[src/verilog/cc_pkg.sv]
// shared constants, types and decode helpers of the capture/compare unit
package cc_pkg;

   // ----------------------------------------------------------------
   // register map: index and word byte address (index times four)
   // ----------------------------------------------------------------
   localparam logic [7:0] IDX_FLAG = 8'h0c;
   localparam logic [7:0] IDX_VALUE_LOW = 8'h15;
   localparam logic [7:0] IDX_VALUE_HIGH = 8'h16;
   localparam logic [7:0] IDX_CONTROL = 8'h17;
   localparam int unsigned ADDR_W = 10;
   localparam logic [9:0] ADDR_FLAG = {IDX_FLAG, 2'b00};
   localparam logic [9:0] ADDR_VALUE_LOW = {IDX_VALUE_LOW, 2'b00};
   localparam logic [9:0] ADDR_VALUE_HIGH = {IDX_VALUE_HIGH, 2'b00};
   localparam logic [9:0] ADDR_CONTROL = {IDX_CONTROL, 2'b00};

   // ----------------------------------------------------------------
   // field positions and reset values
   // ----------------------------------------------------------------
   localparam int unsigned FLAG_BIT = 2;
   localparam int unsigned CTRL_W = 6;
   localparam logic [5:0] CTRL_RESET = 6'h00;
   localparam logic [15:0] VALUE_RESET = 16'h0000;
   localparam logic [31:0] RDATA_RESET = 32'h0000_0000;

   // ----------------------------------------------------------------
   // mode field codes
   // ----------------------------------------------------------------
   localparam logic [3:0] MODE_OFF = 4'h0;
   localparam logic [3:0] MODE_CAP_FALL = 4'h4;
   localparam logic [3:0] MODE_CAP_RISE = 4'h5;
   localparam logic [3:0] MODE_CAP_RISE4 = 4'h6;
   localparam logic [3:0] MODE_CAP_RISE16 = 4'h7;
   localparam logic [3:0] MODE_CMP_SET = 4'h8;
   localparam logic [3:0] MODE_CMP_CLEAR = 4'h9;
   localparam logic [3:0] MODE_CMP_SOFT = 4'ha;
   localparam logic [3:0] MODE_CMP_SPECIAL = 4'hb;

   // ----------------------------------------------------------------
   // capture prescaler counts
   // ----------------------------------------------------------------
   localparam logic [3:0] PRESC_RESET = 4'h0;
   localparam logic [3:0] PRESC_DIV4_LAST = 4'h3;
   localparam logic [3:0] PRESC_DIV16_LAST = 4'hf;

   // ----------------------------------------------------------------
   // types
   // ----------------------------------------------------------------
   typedef enum logic [2:0] {
      BUS_IDLE = 3'b001,
      BUS_WDATA = 3'b010,
      BUS_RWAIT = 3'b100
   } cc_bus_state_type;

   typedef struct packed {
      logic level;
      logic drive_n;
   } cc_pin_out_type;

   typedef struct packed {
      logic timer_reset;
      logic adc_start;
   } cc_trigger_type;

   typedef struct packed {
      cc_bus_state_type bus;
      logic [9:0] addr;
      logic hit;
      logic [5:0] control;
      logic [15:0] value;
      logic flag;
      logic compare_latch;
      logic [31:0] rdata;
      logic ready;
      logic resp;
      cc_pin_out_type pin;
      cc_trigger_type trig;
   } cc_state_type;

   // ----------------------------------------------------------------
   // mode decode
   // ----------------------------------------------------------------
   function automatic logic cc_is_capture(input logic [3:0] mode);
      return mode[3:2] == 2'b01;
   endfunction

   function automatic logic cc_is_compare(input logic [3:0] mode);
      return mode[3:2] == 2'b10;
   endfunction

endpackage

[src/verilog/cc_edge_prescale.sv]
// edge detector and capture event prescaler
`timescale 1ns/1ps
module cc_edge_prescale
   (
   input wire logic hclk,
   input wire logic hresetn,
   input wire logic level,
   input wire logic [3:0] mode,
   output logic capture_event
   );
   import cc_pkg::*;

   typedef struct packed {
      logic prev;
      logic [3:0] count;
   } cc_presc_state_type;

   cc_presc_state_type s;
   cc_presc_state_type next_s;

   // ----------------------------------------------------------------
   // event selection
   // ----------------------------------------------------------------
   always_comb begin
      logic rise;
      logic fall;
      logic [3:0] last;
      rise = level & ~s.prev;
      fall = ~level & s.prev;
      last = (mode == MODE_CAP_RISE4) ? PRESC_DIV4_LAST : PRESC_DIV16_LAST;
      next_s = s;
      next_s.prev = level;
      capture_event = 1'b0;
      if (!cc_is_capture(mode)) begin
         next_s.count = PRESC_RESET;
      end else begin
         case (mode)
            MODE_CAP_FALL: begin
               capture_event = fall;
            end
            MODE_CAP_RISE: begin
               capture_event = rise;
            end
            MODE_CAP_RISE4, MODE_CAP_RISE16: begin
               // count survives a prescale change, so >= catches a count past the end
               if (rise) begin
                  if (s.count >= last) begin
                     capture_event = 1'b1;
                     next_s.count = PRESC_RESET;
                  end else begin
                     next_s.count = s.count + 4'h1;
                  end
               end
            end
            default: begin
               capture_event = 1'b0;
            end
         endcase
      end
   end

   always_ff @(posedge hclk or negedge hresetn) begin
      if (!hresetn) begin
         s <= '{prev: 1'b0, count: PRESC_RESET};
      end else begin
         s <= next_s;
      end
   end

endmodule

[src/verilog/cc_compare_match.sv]
// value against timer comparator, one pulse per entry into equality
`timescale 1ns/1ps
module cc_compare_match
   (
   input wire logic hclk,
   input wire logic hresetn,
   input wire logic enable,
   input wire logic [15:0] value,
   input wire logic [15:0] timer_count,
   output logic match_event
   );
   import cc_pkg::*;

   typedef struct packed {
      logic equal_prev;
   } cc_match_state_type;

   cc_match_state_type s;
   cc_match_state_type next_s;

   // ----------------------------------------------------------------
   // compare every cycle
   // ----------------------------------------------------------------
   // a timer held on the value must not fire again each cycle
   always_comb begin
      logic equal;
      equal = enable && (value == timer_count);
      next_s.equal_prev = equal;
      match_event = equal & ~s.equal_prev;
   end

   always_ff @(posedge hclk or negedge hresetn) begin
      if (!hresetn) begin
         s <= '{equal_prev: 1'b0};
      end else begin
         s <= next_s;
      end
   end

endmodule

[src/verilog/cc_unit.sv]
// capture/compare unit with ahb-lite register slave
// ----------------------------------------------------------------
// Overview of operation
// - a capture event copies the full 16-bit timer count into the value pair
// - mode 0100 captures on every falling pin edge
// - every capture sets flag bit 2; only software clears it
// - a newer capture overwrites an unread value
// - prescaler cleared when off, outside capture modes, and on reset
// - switching prescale directly keeps the counter; early capture possible
// - a mode change may set the flag falsely; not suppressed
// - with the pin as output, a port latch write can cause a capture
// - mode 0000 turns the unit off and clears prescaler and compare latch; flag and value pair keep their contents
// - compare modes match the value pair against the timer every cycle
// - mode 1000: match drives pin high and sets the flag
// - mode 1001: match drives pin low and sets the flag
// - mode 1010: match only sets the flag, pin untouched
// - mode 1011: match sets flag, resets timer, starts enabled conversion
// - pin action and flag setting come from the same match together
// - control bits 7-6 read zero; bits 5-4 duty bits without effect here
// - value low and high bytes and control are readable and writable
// ----------------------------------------------------------------
`timescale 1ns/1ps
module cc_unit
   (
   input wire logic hclk,
   input wire logic hresetn,
   input wire logic hsel,
   input wire logic [31:0] haddr,
   input wire logic [1:0] htrans,
   input wire logic hwrite,
   input wire logic [2:0] hsize,
   input wire logic [31:0] hwdata,
   input wire logic hready,
   output logic hreadyout,
   output logic hresp,
   output logic [31:0] hrdata,
   input wire logic [15:0] timer_count,
   input wire logic adc_enable,
   input wire logic pin_in,
   input wire logic pin_dir_in,
   input wire logic port_latch,
   output cc_pkg::cc_pin_out_type pin_out,
   output cc_pkg::cc_trigger_type trigger,
   output logic unit_irq_flag
   );
   import cc_pkg::*;

   // ----------------------------------------------------------------
   // state and helpers
   // ----------------------------------------------------------------
   cc_state_type s;
   cc_state_type next_s;
   logic [3:0] mode;
   logic sensed_level;
   logic capture_event;
   logic match_event;
   logic accept;

   localparam cc_state_type STATE_RESET = '{
      bus: BUS_IDLE,
      addr: '0,
      hit: 1'b0,
      control: CTRL_RESET,
      value: VALUE_RESET,
      flag: 1'b0,
      compare_latch: 1'b0,
      rdata: RDATA_RESET,
      ready: 1'b1,
      resp: 1'b0,
      pin: '{level: 1'b0, drive_n: 1'b1},
      trig: '{timer_reset: 1'b0, adc_start: 1'b0}
   };

   // register read view; reserved and unmapped words read zero
   function automatic logic [31:0] read_word(input logic hit, input logic [9:0] addr,
                                            input cc_state_type st);
      logic [31:0] word;
      word = 32'h0000_0000;
      if (hit) begin
         case (addr)
            ADDR_FLAG: begin
               word[FLAG_BIT] = st.flag;
            end
            ADDR_VALUE_LOW: begin
               word[7:0] = st.value[7:0];
            end
            ADDR_VALUE_HIGH: begin
               word[7:0] = st.value[15:8];
            end
            ADDR_CONTROL: begin
               word[5:0] = st.control;
            end
            default: begin
               word = 32'h0000_0000;
            end
         endcase
      end
      return word;
   endfunction

   assign mode = s.control[3:0];
   assign accept = hsel & htrans[1] & hready;

   // ----------------------------------------------------------------
   // pin sensing
   // ----------------------------------------------------------------
   // an output pin is sensed from what drives it, so latch writes look like edges
   always_comb begin
      if (pin_dir_in) begin
         sensed_level = pin_in;
      end else if (cc_is_compare(mode)) begin
         sensed_level = s.compare_latch;
      end else begin
         sensed_level = port_latch;
      end
   end

   // ----------------------------------------------------------------
   // event sources
   // ----------------------------------------------------------------
   cc_edge_prescale u_edge_prescale (
      .hclk(hclk),
      .hresetn(hresetn),
      .level(sensed_level),
      .mode(mode),
      .capture_event(capture_event)
   );

   cc_compare_match u_compare_match (
      .hclk(hclk),
      .hresetn(hresetn),
      .enable(cc_is_compare(mode)),
      .value(s.value),
      .timer_count(timer_count),
      .match_event(match_event)
   );

   // ----------------------------------------------------------------
   // next state
   // ----------------------------------------------------------------
   always_comb begin
      next_s = s;
      next_s.resp = 1'b0;
      next_s.trig = '{timer_reset: 1'b0, adc_start: 1'b0};

      // bus: writes land at the end of their data phase
      case (s.bus)
         BUS_IDLE, BUS_WDATA: begin
            if (s.bus == BUS_WDATA && s.hit) begin
               case (s.addr)
                  ADDR_FLAG: begin
                     next_s.flag = hwdata[FLAG_BIT];
                  end
                  ADDR_VALUE_LOW: begin
                     next_s.value[7:0] = hwdata[7:0];
                  end
                  ADDR_VALUE_HIGH: begin
                     next_s.value[15:8] = hwdata[7:0];
                  end
                  ADDR_CONTROL: begin
                     next_s.control = hwdata[5:0];
                  end
                  default: begin
                     next_s.control = s.control;
                  end
               endcase
            end
            next_s.bus = BUS_IDLE;
            next_s.ready = 1'b1;
            if (accept) begin
               next_s.addr = haddr[9:0];
               next_s.hit = (haddr[31:10] == 22'h00_0000);
               if (hwrite) begin
                  next_s.bus = BUS_WDATA;
               end else begin
                  // one wait state so a read sees a write that just landed
                  next_s.bus = BUS_RWAIT;
                  next_s.ready = 1'b0;
               end
            end
         end
         BUS_RWAIT: begin
            next_s.rdata = read_word(s.hit, s.addr, s);
            next_s.ready = 1'b1;
            next_s.bus = BUS_IDLE;
         end
         default: begin
            next_s.bus = BUS_IDLE;
            next_s.ready = 1'b1;
         end
      endcase

      // capture: hardware wins over a same-cycle value write
      if (capture_event) begin
         next_s.value = timer_count;
         next_s.flag = 1'b1;
      end

      // compare: flag and pin action from one match
      if (match_event) begin
         next_s.flag = 1'b1;
         case (mode)
            MODE_CMP_SET: begin
               next_s.compare_latch = 1'b1;
            end
            MODE_CMP_CLEAR: begin
               next_s.compare_latch = 1'b0;
            end
            MODE_CMP_SOFT: begin
               next_s.compare_latch = s.compare_latch;
            end
            MODE_CMP_SPECIAL: begin
               next_s.trig.timer_reset = 1'b1;
               next_s.trig.adc_start = adc_enable;
            end
            default: begin
               next_s.compare_latch = s.compare_latch;
            end
         endcase
      end

      // off: compare output falls to its default low
      if (mode == MODE_OFF) begin
         next_s.compare_latch = 1'b0;
      end

      // pin driver: direction bit low means this end drives
      next_s.pin.level = cc_is_compare(mode) ? next_s.compare_latch : port_latch;
      next_s.pin.drive_n = pin_dir_in;
   end

   // ----------------------------------------------------------------
   // registers
   // ----------------------------------------------------------------
   always_ff @(posedge hclk or negedge hresetn) begin
      if (!hresetn) begin
         s <= STATE_RESET;
      end else begin
         s <= next_s;
      end
   end

   // ----------------------------------------------------------------
   // outputs
   // ----------------------------------------------------------------
   assign hreadyout = s.ready;
   assign hresp = s.resp;
   assign hrdata = s.rdata;
   assign pin_out = s.pin;
   assign trigger = s.trig;
   assign unit_irq_flag = s.flag;

endmodule

[config.mk]
export PLATFORM = sky130hd
export DESIGN_NAME = cc_unit
export DESIGN_NICKNAME = d
export VERILOG_FILES = /design/src/verilog/cc_pkg.sv /design/src/verilog/cc_edge_prescale.sv /design/src/verilog/cc_compare_match.sv /design/src/verilog/cc_unit.sv
export SDC_FILE = /design/constraint.sdc
export NUM_CORES = 1
export LEC_CHECK = 0
export BUFFER_PORTS_ARGS = -buffer_cell sky130_fd_sc_hd__buf_2
export CORE_UTILIZATION = 53
export CTS_BUF_LIST = sky130_fd_sc_hd__clkbuf_8 sky130_fd_sc_hd__clkbuf_16
export CTS_CLUSTER_SIZE = 25
export DETAILED_ROUTE_END_ITERATION = 8
export GPL_ROUTABILITY_DRIVEN = 0
export PLACE_DENSITY = 0.86
export SETUP_SLACK_MARGIN = 0.1
export SLEW_MARGIN = 0
export SYNTH_ARGS = -nofsm -noshare
export SYNTH_HDL_FRONTEND = slang
export SYNTH_SLANG_ARGS = --single-unit
[constraint.sdc]
create_clock -name hclk -period 3.3 [get_ports hclk]
set_input_delay 0.165 -clock hclk [delete_from_list [all_inputs] [get_ports hclk]]
set_output_delay 0.165 -clock hclk [all_outputs]
set_load 0.005 [all_outputs]
==> metrics.md, run 1 <==
| Metric | Value |
|---|---|
| # rows | 29 |
| Highest cell delay on the worst timing path | around 0.38 ns |
| Vias per std cell | ~5.4 |
| ANT nets after route | 0 |
| Final Skew | just over 0.007 ns |
| Post-synth cell types | 61 |
| Max Slew Vio Count | 0 |
| Area growth syn-to-layout | 14.42% |
| I/O pins | 133 |
| DRC viols | 0 |
| Data required, critical path | between 3 and 4 ns |
| Critical Path Start Type | register |
| Critical Path Stages | 6 |
| Layout Nets | 470 |
| Vias in the first global route | ~2,400 |
| Cell depth of the worst flop-to-flop path | 6 |
| ANT cells | 0 |
| CP Data Arrival Time | 2.58 ns |
| Die ar. | ~6800 sq um |
| Met2 wire length | between 3000 and 4000 um |
| DRT iter0 DRCs | around 220 |
| CP max stage cell | dfrtp_1 |
| Port bufs | between 70 and 80 |
| RSZ-0062 raised after global routing | false |
| Latest clock arrival within the worst-skew pair | 0.34 ns |
| Metal3 WL | 394 um |
| CP Class | register to register |
| Family with the most delay on the worst path | simple AND/OR/NAND/NOR gates |
| Antenna violations before repair | 0 |
| Maxcap violations | 0 |
| Worst Setup SP | s[70] |
| Setup tns final | 0 ns |
| Post-Syn Area | approximately 3400 sq um |
| Final worst-path cycle share | about 72% |
| Wire per inst | roughly 15 um |
| Layout cells sized above 1 | a little over two fifths |
| RR Startpoint | s[70] |
| Dpl hpwl | around 5300 um |
| Total GRT Usage | between 20% and 30% |
| Worst Setup EP | s[40] |
| Clock Pin Slew Worst Setup and Hold Paths | approximately 0.06 ns |
| EDFF count, synth | 0 |
| Worst Path Max Fanout | 5 |
| Outcome | finished, final reports clean |
| CTS HTree Levels | 3 |
| GRT overflow | 0 |
| Pin count of the biggest net entering global routing | 37 |
| M1 wire length | between 3000 and 4000 um |
| Non-Filler Instances | approximately 460 |
| Core area | ~6300 sq um |
| CP endpoint kind | register |
| Mapped Avg Cell Area | around 11 sq um |
| First-pass GRT wire length | ~12,000 um |
| Flops & latches, synth | between 50 and 60 |
| Worst min path class | primary input to register |
| Die Span X | around 83 um |
| Worst setup margin | slightly above 0.9 ns |
| Clock buffer count from CTS | 9 |
| Max Root-Sink Buffers | 2 |
| Top routing layer used | met4 |
| Routed wire length | 7036 um |
| Final setup fails | 0 |
| Yosys Warn Count | 0 |
| Root buffer cell | clkbuf_8 |
| Layout fillers | 510 |
| Pre-CTS setup slack | around 0.96 ns |
| Vias | about 2,500 |
| Post-CTS Setup Bufs | 0 |
| R2R Setup Slk | 0.93 ns |
| Leakage | 1.892 nW |
| DR pass1 iterations | 4 |
| Seq/Total Area, Yosys | about 42% |
| Starting density of the core | 54.56% |
| Slew @ Worst Pin | 0.9411 ns |
| Max VDD drop | roughly 230 uV |
| Hold Vio Cnt, Final | 0 |
| Tmin final | 2.374 ns |
| Syn Inst Count | approximately 300 |
| Synth async-reset ratio | 100.0% |
| Die Ht | 82.62 um |
| Slew margin rel. | between 30% and 40% |
| Pwr dens | roughly 420 nW/um^2 |
| CTS tree | built |
| Buf+Inv Stages, Crit Path | 1 |
| RR Endpoint | s[40] |
| Sink Count | 57 |
| Synth Flop Type | dfrtp_1 |
| Crit-path cells | nor4b_1 > nand4_1 > nor2b_1 > buf_4 > mux2_2 > mux2_1 |
| Achievable Freq | between 0.4 and 0.5 GHz |
| Placed instance count | 439 |
## cell usage after synthesis (all sizes together) (4+ instances only)
master,instances,area (sq um)
xnor2,6,52.55
nand2b,6,47.54
nand2,14,52.55
buf,40,300.3
mux2,53,630.6
nand3,5,25.02
or3,4,25.02
a22oi,7,52.55
nor2b,7,43.79
clkbuf,6,23.77
dfrtp,54,1351
o21ai,10,61.31
nor2,9,33.78
nor4,11,83.83
xor2,11,96.34
## cell usage in the layout (no fill, tap or decap), types with 4 or more instances in the layout
master / netlist / final
nand2_1: 14 / 14
buf_4: 37 / 4
xor2_1: 11 / 11
nor4_1: 10 / 10
mux2_2: 40 / 40
conb_1: 1 / 25
o21ai_0: 8 / 8
or3_1: 4 / 4
buf_2: 0 / 79
nor2b_1: 7 / 7
dfrtp_1: 54 / 54
clkbuf_8: 0 / 10
a22oi_1: 7 / 7
mux2_1: 4 / 4
mux2_4: 9 / 9
inv_1: 3 / 6
xnor2_1: 6 / 6
nand3_1: 5 / 5
nor2_1: 9 / 9
nand2b_1: 4 / 4
## cell type report
class                   count  area [sq um]  area share (%)
repair buffers             85         445.4           11.30
clock inverters             6         51.30           1.302
clock buffers              10         137.6           3.492
multi-input cells         219          1769           44.89
inverters                   3         11.26          0.2857
well taps                  77         96.34           2.444
flip-flops and latches     57          1430           36.29
## report_power, final
group          switching (mW)  leakage (nW)  internal (mW)  total [mW]
registers              0.0557         0.734          0.745       0.801
clock network           0.267         0.110          0.358       0.625
logic                   0.108          1.05          0.133       0.240
total                   0.431          1.89           1.24        1.67
## timing repair
action | in CTS | in global routing
resized for setup | 0 | 0
hold buffers | 2 | 0
endpoints found under the hold margin | 21 | 0
## registers in the layout (all words and copies together) (netlist names)
register / flops
s: 33
trigger: 2
pin_out: 2
u_compare_match.s: 1
hrdata: 8
mode: 4
hreadyout: 1
unit_irq_flag: 1
u_edge_prescale.s: 5
## worst register-to-register path, delay by kind of cell (launching register included)
kind | cells | cell delay (ns)
simple gates | 3 | 0.99
mux | 2 | 0.65
flops | 1 | 0.38
buf+inv | 1 | 0.23
## per-layer routing
layer / GRT usage, % / vias to the layer above
li1: - / 1188
met1: 30.78 / 1187
met2: 37.69 / 83
met3: 4.945 / 14
met4: 12.59 / 0
met5: 0 / -
## cells by family after synthesis
logic type	count (synthesis)	synth area share, %
simple gates	83	15.26
flops	57	41.52
mux	55	18.89
buf+inv	49	9.735
compound gates	38	9.808
xor+xnor	17	4.322
fa+ha+maj	1	0.3632
other cells	1	0.1089
## worst min-delay path by stage
stage | from | endpoint | slack [ns] | cells after the start
after detailed placement | hresetn | pin_out[1] | 0.16 | 1
after global routing | haddr[1] | s[64] | 0.05 | 2
after global placement | hresetn | pin_out[1] | 0.16 | 1
final | haddr[1] | s[64] | 0.06 | 2
after CTS | haddr[8] | s[71] | 0.04 | 2
after floorplan | hresetn | hrdata[0] | -0.13 | 0
## through the flow
stage | area, sq um | power [mW] | hold WS [ns] | utilization [%]
floorplan | 3535 | 0.9686 | -0.1306 | -
finish | 3941 | 1.667 | 0.05555 | 62.43
global placement | 3732 | 1.039 | 0.1598 | 59.12
detailed placement | 3732 | 1.051 | 0.1581 | 59.12
CTS | 3941 | 1.674 | 0.04445 | 62.43
global route | 3941 | 1.744 | 0.05204 | 62.43
(Power assumes the default switching activity.)
==> run 2, diff against run 1 <==
Settings changed: CORE_UTILIZATION 53 to 45, PLACE_DENSITY 0.86 to 0.77.
Clock period 3.3 ns to 1.95 ns, I/O delays scaled along.
==> run 2 against run 1 <==
The run now ends with setup timing left. Sequential power increased by 65%. First-iteration DRC count decreased by 41%. Largest power group unchanged. Worst setup slack got worse by 1.1 ns. Critical path depth unchanged. Global-route usage decreased by 2.5 points. Final cell count increased by 16%. Utilization increased by 0.32 points. Design area increased by 17%.
==> metrics.md, run 2 (synthesis gave the netlist of run 1 again) <==
| Metric | Value |
|---|---|
| Layout cells sized above 1 | 50.47% (+7.8 points) |
| Die ar. | 8008 sq um (+17%) |
| Worst min path class | primary input to register |
| Critical Path Stages | 6 (unchanged) |
| Routed wire length | 8388 um (+19%) |
| Dpl hpwl | 5834 um (+9.1%) |
| ANT nets after route | 0 (unchanged) |
| RSZ-0062 raised after global routing | true |
| Biggest register | s |
| CP max stage cell | nor4b_2 |
| Non-Filler Instances | 529 (+16%) |
| DRC viols | 0 (unchanged) |
| CTS HTree Levels | 3 (unchanged) |
| Pwr dens | 687.5 nW/um^2 (+63%) |
| Outcome | complete, but fails checks |
| Die Span X | 89.49 um (+8.3%) |
| Tmin final | 2.135 ns (-0.2393 ns) |
| Sink Count | 57 (unchanged) |
| P_sw | 804.2 uW (+87%) |
| Cell depth of the worst flop-to-flop path | 6 (unchanged) |
| Most frequent cells in the layout | buf_2 (79), dfrtp_1 (53), buf_4 (36) |
| Maxcap violations | 0 (unchanged) |
| Max reg flops | 33 (unchanged) |
| Critical Path Start Type | register |
| Final Util | 62.74% (+0.32 points) |
| Layout Nets | 520 (+11%) |
| Buf+Inv Stages, Crit Path | 1 (unchanged) |
| Vias | 2,753 (+11%) |
| Worst setup margin | -0.1848 ns (-1.111 ns) |
| Dpl cell area | 4008 sq um (+7.4%) |
| Finished Cell Area | 4599 sq um (+17%) |
| CTS tree | built |
| Clock buffer count from CTS | 9 (unchanged) |
| CP endpoint kind | register |
| Family with the most delay on the worst path | simple AND/OR/NAND/NOR gates |
| Power Total | 3.162 mW (+90%) |
| CP Class | register to register |
| Met2 Use GR | 35.95% (-1.7 points) |
| Max Slew Vio Count | 0 (unchanged) |
| Clk pwr share | 40.0% (+2.5 points) |
| Crit-path cells | nor4b_2 > nand4_1 > nor2b_1 > buf_6 > mux2_4 > mux2_4 |
| Final setup fails | 16 (+16) |
| Final worst-path cycle share | 109.5% (+38 points) |
| Internal | 2.358 mW (+91%) |
| Slew margin rel. | 58.16% (+21 points) |
| Root buffer cell | clkbuf_8 |
| GRT overflow | 0 (unchanged) |
| Switching part of the total | 25.43% (-0.40 points) |
| M3 GR Usage | 3.970% (-0.97 points) |
| Latest clock arrival within the worst-skew pair | 0.34 ns (about the same) |
| CP Data Arrival Time | 2.36 ns (-0.22 ns) |
| Port bufs | 79 (unchanged) |
| CP most frequent cell | mux2_4 |
| Wire per inst | 15.86 um (+3.0%) |
| Placed instance count | 489 (+11%) |
| M1 GR Usage | 26.64% (-4.1 points) |
| Data required, critical path | 2.18 ns (-1.33 ns) |
| I/O pins | 133 (unchanged) |
| DRT iter0 DRCs | 130 (-41%) |
| Final Skew | 0.004052 ns (-0.003128 ns) |
| Vias in the first global route | 2,645 (+8.9%) |
| Total GRT Usage | 21.36% (-2.5 points) |
| Leakage | 2.208 nW (+17%) |
| # rows | 31 (+6.9%) |
| Achievable Freq | 0.4684 GHz (+11%) |
| Failing checks | setup timing |
| Comb pwr share | 18.2% (+3.8 points) |
| Most common cell after layout, fill and taps aside | buf_2 |
| Max Root-Sink Buffers | 2 (unchanged) |
| Clock Pin Slew Worst Setup and Hold Paths | 0.07 ns (about the same) |
| Flop pwr share | 41.7% (-6.4 points) |
| ANT cells | 0 (unchanged) |
| Area growth syn-to-layout | 33.53% |
| Core area | 7331 sq um (+16%) |
| Die Ht | 89.49 um (+8.3%) |
| Layout fillers | 555 (+8.8%) |
| Highest cell delay on the worst timing path | 0.40 ns (+0.02 ns) |
| Most used routing layer | met2 |
| Hold Path Cell Cnt | 2 (unchanged) |
| DR pass1 iterations | 4 (unchanged) |
| Pin count of the biggest net entering global routing | 34 (-8.1%) |
| Hold Vio Cnt, Final | 0 (unchanged) |
| Vias per std cell | 5.204 (-3.8%) |
| Max VDD drop | 415.7 uV (+80%) |
| Starting density of the core | 46.99% (-7.6 points) |
| WHS | 0.01376 ns (-0.04179 ns) |
| Slew @ Worst Pin | 0.6276 ns (-0.3135 ns) |
| Antenna violations before repair | 0 (unchanged) |
| First-pass GRT wire length | 12,540 um (+6.9%) |
| Worst Path Max Fanout | 8 (+3) |
## run 2: cell count changes in the layout (fill, tap and decap cells not counted), sizes merged
cell | previous run | this run
buf | 83 | 120
clkbuf | 10 | 11
inv | 6 | 3
dlygate4sd3 | 2 | 15
clkinvlp | 0 | 1
bufinv | 1 | 2
## run 2: worst paths after layout
path | endpoint | startpoint | slack, ns
setup reg to reg | s[42] | s[72] | -0.18
hold / removal | s[46] | timer_count[6] | 0.01
max in group asynchronous | s[73] | hresetn | 0.99
min in group asynchronous | pin_out[1] | hresetn | 0.31
hold reg to reg | hrdata[1] | hrdata[1] | 0.48
setup / recovery | s[42] | s[72] | -0.18
## run 2: metal layers
layer | up-vias | wire length [um]
met5 | - | 0
met4 | 0 | 253
met3 | 21 | 350
met2 | 92 | 4250
met1 | 1360 | 3534
li1 | 1280 | -
## run 2: area by class of cell
| type | count | area (sq um) | share of cell area [%] |
|---|---|---|---|
| Sequential cell | 57 | 1431 | 31.12 |
| Multi-Input combinational cell | 219 | 1914 | 41.62 |
| Timing Repair Buffer | 135 | 889.6 | 19.34 |
| Clock inverter | 5 | 77.57 | 1.687 |
| Clock buffer | 11 | 151.4 | 3.292 |
| Tap cell | 99 | 123.9 | 2.693 |
| Inverter | 3 | 11.26 | 0.2448 |
## run 2: stage by stage
stage          setup WS, ns  setup TNS (ns)
2_1_floorplan      0.008961               0
4_1_cts            -0.05868         -0.5584
3_3_place_gp       0.003649               0
3_5_place_dp       -0.06832         -0.5579
6_report            -0.1848          -2.677
5_1_grt             -0.2145          -3.171
## run 2: timing repair
action                     CTS  global route
setup endpoints to repair   21            30
hold buffers                13             2
resized for setup            8            27
pin swaps                    8            10
hold endpoints to repair    35             2
buffers inserted             4             6
## run 2: power by group through the flow
stage	clock network, mW	logic (mW)	registers, mW
final	1.27	0.576	1.32
after global routing	1.33	0.623	1.33
after CTS	1.27	0.540	1.32
after detailed placement	0	0.508	1.34
after global placement	0	0.488	1.33
after floorplan	0	0.313	1.33
==> run 3, diff against run 2 <==
Settings changed: CORE_UTILIZATION 45 to 44, PLACE_DENSITY 0.77 to 0.76, SKIP_LAST_GASP from default to 1, SYNTH_HIERARCHICAL from default to 1.
==> run 3 against run 2 <==
Design area fell by 5.6%. Sequential cell count unchanged. Non-clock buffer count shrank 11. Utilization shrank 3.2 points. The flow still finishes with violations (setup timing). Clock-buffer cell count did not move. Synthesized area is 2.9% lower. Clock skew up 0.0061 ns. Die area shrank 0.65%. Sequential share of layout area up 1.8 points. Critical path depth rose by 6. Routed wire length decreased by 4.0%.
==> metrics.md, run 3 <==
| Metric | Value |
|---|---|
| Synth Flop Type | dfrtp_1 |
| Final worst-path cycle share | 107.3% (-2.2 points) |
| Die Span X | 89.20 um (-0.32%) |
| Switching part of the total | 29.04% (+3.6 points) |
| Die Ht | 89.20 um (-0.32%) |
| Seq/Total Area, Yosys | 42.74% (+1.2 points) |
| Clk pwr share | 32.9% (-7.1 points) |
| Final setup fails | 20 (+4) |
| Tmin final | 2.093 ns (-0.04201 ns) |
| Commonest cells post-synth | dfrtp_1 (54), buf_4 (38), nand2_1 (30) |
| CTS tree | built |
| P_sw | 1.089 mW (+35%) |
| Power Total | 3.749 mW (+19%) |
| Area growth syn-to-layout | 29.77% |
| Simple-Gate Fraction of Synth Area | 19.04% (+3.8 points) |
| # rows | 31 (unchanged) |
| Post-synth cell types | 57 (-6.6%) |
| Biggest register | s |
| Pwr dens | 863.5 nW/um^2 (+26%) |
| Worst min path class | primary input to register |
| First-pass GRT wire length | 12,700 um (+1.3%) |
| Highest cell delay on the worst timing path | 0.36 ns (-0.04 ns) |
| RR Startpoint | mode[2] |
| Most frequent cells in the layout | buf_2 (79), dfrtp_1 (54), nand2_1 (29) |
| Routed wire length | 8049 um (-4.0%) |
| CP Class | register to register |
| Compound-Gate Fraction of Synth Area | 15.78% (+6.0 points) |
| Hold EP | s[70] |
| Max reg flops | 33 (unchanged) |
| Vias per std cell | 5.105 (-1.9%) |
| Maxcap violations | 0 (unchanged) |
| CTS HTree Levels | 3 (unchanged) |
| Xor/xnor share of the synthesized area | 4.450% (+0.13 points) |
| Flops & latches, synth | 57 (unchanged) |
| R2R Setup Slk | -0.14 ns (+0.04 ns) |
| Clock Pin Slew Worst Setup and Hold Paths | 0.06 ns (about the same) |
| Post-synthesis mux area share | 6.283% (-13 points) |
| Non-Filler Instances | 551 (+4.2%) |
| Hold Vio Cnt, Final | 0 (unchanged) |
| Leakage | 2.050 nW (-7.2%) |
| Post-Syn Area | 3346 sq um (-2.9%) |
| Max Root-Sink Buffers | 2 (unchanged) |
| RR Endpoint | s[42] |
| Crit-path cells | nand2b_4 > nand2_2 > a21boi_2 > o21ai_2 > nand3b_1 > o32a_1 > nor2_4 > buf_4 > buf_16 > nand2_1 > o31ai_1 > a21o_1 |
| Worst Path Max Fanout | 16 (+8) |
| CP max stage cell | dfrtp_1 |
| Most common cell after layout, fill and taps aside | buf_2 |
| GRT overflow | 0 (unchanged) |
| Synth async-reset ratio | 100.0% (unchanged) |
| Wire per inst | 14.61 um (-7.9%) |
| WHS | 0.01359 ns (-0.0001676 ns) |
| Synth top area cells | dfrtp_1 (40%), buf_4 (8.5%), mux2_2 (5.4%) |
| Syn Inst Count | 338 (+12%) |
| HP Start | haddr[7] |
| Flop pwr share | 41.6% (about the same) |
| Max Slew Vio Count | 0 (unchanged) |
| Latest clock arrival within the worst-skew pair | 0.34 ns (about the same) |
| DRC viols | 0 (unchanged) |
| Hold Path Cell Cnt | 2 (unchanged) |
| CP endpoint kind | register |
| Die ar. | 7957 sq um (-0.65%) |
| Internal | 2.660 mW (+13%) |
| Final Skew | 0.01019 ns (+0.006134 ns) |
| RSZ-0062 raised after global routing | true |
| Layout Nets | 542 (+4.2%) |
| EDFF count, synth | 0 (unchanged) |
| Failing checks | setup timing |
| Comb pwr share | 25.4% (+7.2 points) |
| Setup tns final | -2.191 ns (+0.4856 ns) |
| I/O pins | 133 (unchanged) |
| CP Data Arrival Time | 2.37 ns (about the same) |
| Data required, critical path | 2.23 ns (+0.05 ns) |
| Layout cells sized above 1 | 36.95% (-14 points) |
| Worst setup margin | -0.1428 ns (+0.04201 ns) |
| Critical Path Start Type | register |
| Vias | 2,813 (+2.2%) |
| Pin count of the biggest net entering global routing | 32 (-5.9%) |
| Vias in the first global route | 2,635 (-0.38%) |
| Starting density of the core | 45.88% (-1.1 points) |
| Core area | 7292 sq um (-0.53%) |
| Count leader, synth | dfrtp_1 |
| Sink Count | 57 (unchanged) |
| Max VDD drop | 361.6 uV (-13%) |
| Mapped Avg Cell Area | 9.899 sq um (-14%) |
| Port bufs | 79 (unchanged) |
| Slew margin rel. | 55.89% (-2.3 points) |
| Placed instance count | 517 (+5.7%) |
| ANT cells | 0 (unchanged) |
| Outcome | complete, but fails checks |
| Slew @ Worst Pin | 0.6617 ns (+0.03405 ns) |
| Dpl hpwl | 5858 um (+0.42%) |
| ANT nets after route | 0 (unchanged) |
| Cell depth of the worst flop-to-flop path | 12 (+6) |
| DR pass1 iterations | 4 (unchanged) |
| Post-synthesis adder-cell area fraction | 0.3740% (+0.011 points) |
| Root buffer cell | clkbuf_8 |
| Total GRT Usage | 21.39% (+0.027 points) |
| Leading area contributor after synthesis | dfrtp_1 |
| Clock buffer count from CTS | 9 (unchanged) |
| Share of the synthesized area in the top cell type | 40.39% (+1.2 points) |
| Achievable Freq | 0.4778 GHz (+2.0%) |
| Largest family of logic cells by synthesized area | simple AND/OR/NAND/NOR gates |
| DRT iter0 DRCs | 165 (+27%) |
| Yosys Warn Count | 6 (+6) |
| Antenna violations before repair | 0 (unchanged) |
==> run 3: changes by cell type in the layout (fill, tap and decap cells not counted), sizes merged, moves of 5 or more <==
cell   change
inv        +9
a21oi      +9
xor2       -5
nor4       -5
o21ai     +10
nor2b      +8
xnor2      +5
a22o       +8
mux2      -37
nand2     +16
buf       -11
o31ai      +5
==> run 3: cells by family (layout without fill, tap and decap cells) <==
kind of cell,after synthesis,after routing
flops,57,57
buf+inv,60,150
xor+xnor,17,17
other cells,1,25
mux,19,19
compound gates,76,76
simple gates,107,107
fa+ha+maj,1,1
==> run 3: power by group through the flow <==
stage / clock [mW] / combinational [mW] / sequential [mW]
2_1_floorplan: 0 / 0.602 / 1.52
3_3_place_gp: 0 / 0.878 / 1.55
3_5_place_dp: 0 / 0.896 / 1.57
4_1_cts: 1.26 / 0.942 / 1.55
5_1_grt: 1.31 / 1.05 / 1.58
6_report: 1.23 / 0.954 / 1.56
==> run 3: per-layer routing <==
layer | wire length [um] | vias to the layer above | global-route usage, %
li1 | - | 1363 | -
met5 | 0 | - | 0
met4 | 148 | 0 | 8.802
met1 | 3672 | 1361 | 29.99
met2 | 3931 | 77 | 33.24
met3 | 296 | 12 | 3.139
==> run 3: repair_timing <==
item | 4_1_cts | 5_1_grt
endpoints found under the hold margin | 42 | 0
hold buffers | 15 | 0
resized for setup | 7 | 7
pin swaps | 16 | 5
setup endpoints to repair | 21 | 35
setup buffers | 5 | 1
gates cloned | 1 | 0
==> run 3: worst max-delay path by stage <==
stage	startpoint	end	slack, ns	depth (start not counted)
CTS	mode[2]	s[41]	-0.16	9
detailed placement	mode[3]	s[51]	-0.20	12
global route	mode[3]	s[51]	-0.28	11
floorplan	mode[2]	s[40]	-0.20	10
global placement	mode[3]	s[51]	-0.11	12
finish	mode[2]	s[42]	-0.14	12
==> run 3: cell type report <==
| cell class | count | area (sq um) |
|---|---|---|
| inverter | 10 | 37.54 |
| timing repair buffer | 124 | 819.5 |
| fill | 618 | 2950 |
| multi-input combinational | 245 | 1707 |
| clock buffer | 11 | 151.4 |
| sequential | 57 | 1430 |
| clock inverter | 5 | 72.57 |
| tap | 99 | 123.9 |
==> run 3: critical path, delay by kind of cell (launching register included) <==
| family | cells | cell delay (ns) |
|---|---|---|
| DFF | 1 | 0.36 |
| buffers and inverters | 2 | 0.30 |
| and+or+nand+nor | 5 | 0.52 |
| AOI/OAI and AO/OA | 5 | 0.86 |
==> run 3: metrics by stage <==
| stage | cell area (sq um) | util (%) | setup WS, ns |
|---|---|---|---|
| 3_5_place_dp | 3875 | 53.14 | -0.1963 |
| 2_1_floorplan | 3491 | - | -0.2008 |
| 6_report | 4342 | 59.54 | -0.1428 |
| 5_1_grt | 4342 | 59.54 | -0.2840 |
| 3_3_place_gp | 3875 | 53.14 | -0.1142 |
| 4_1_cts | 4337 | 59.47 | -0.1623 |
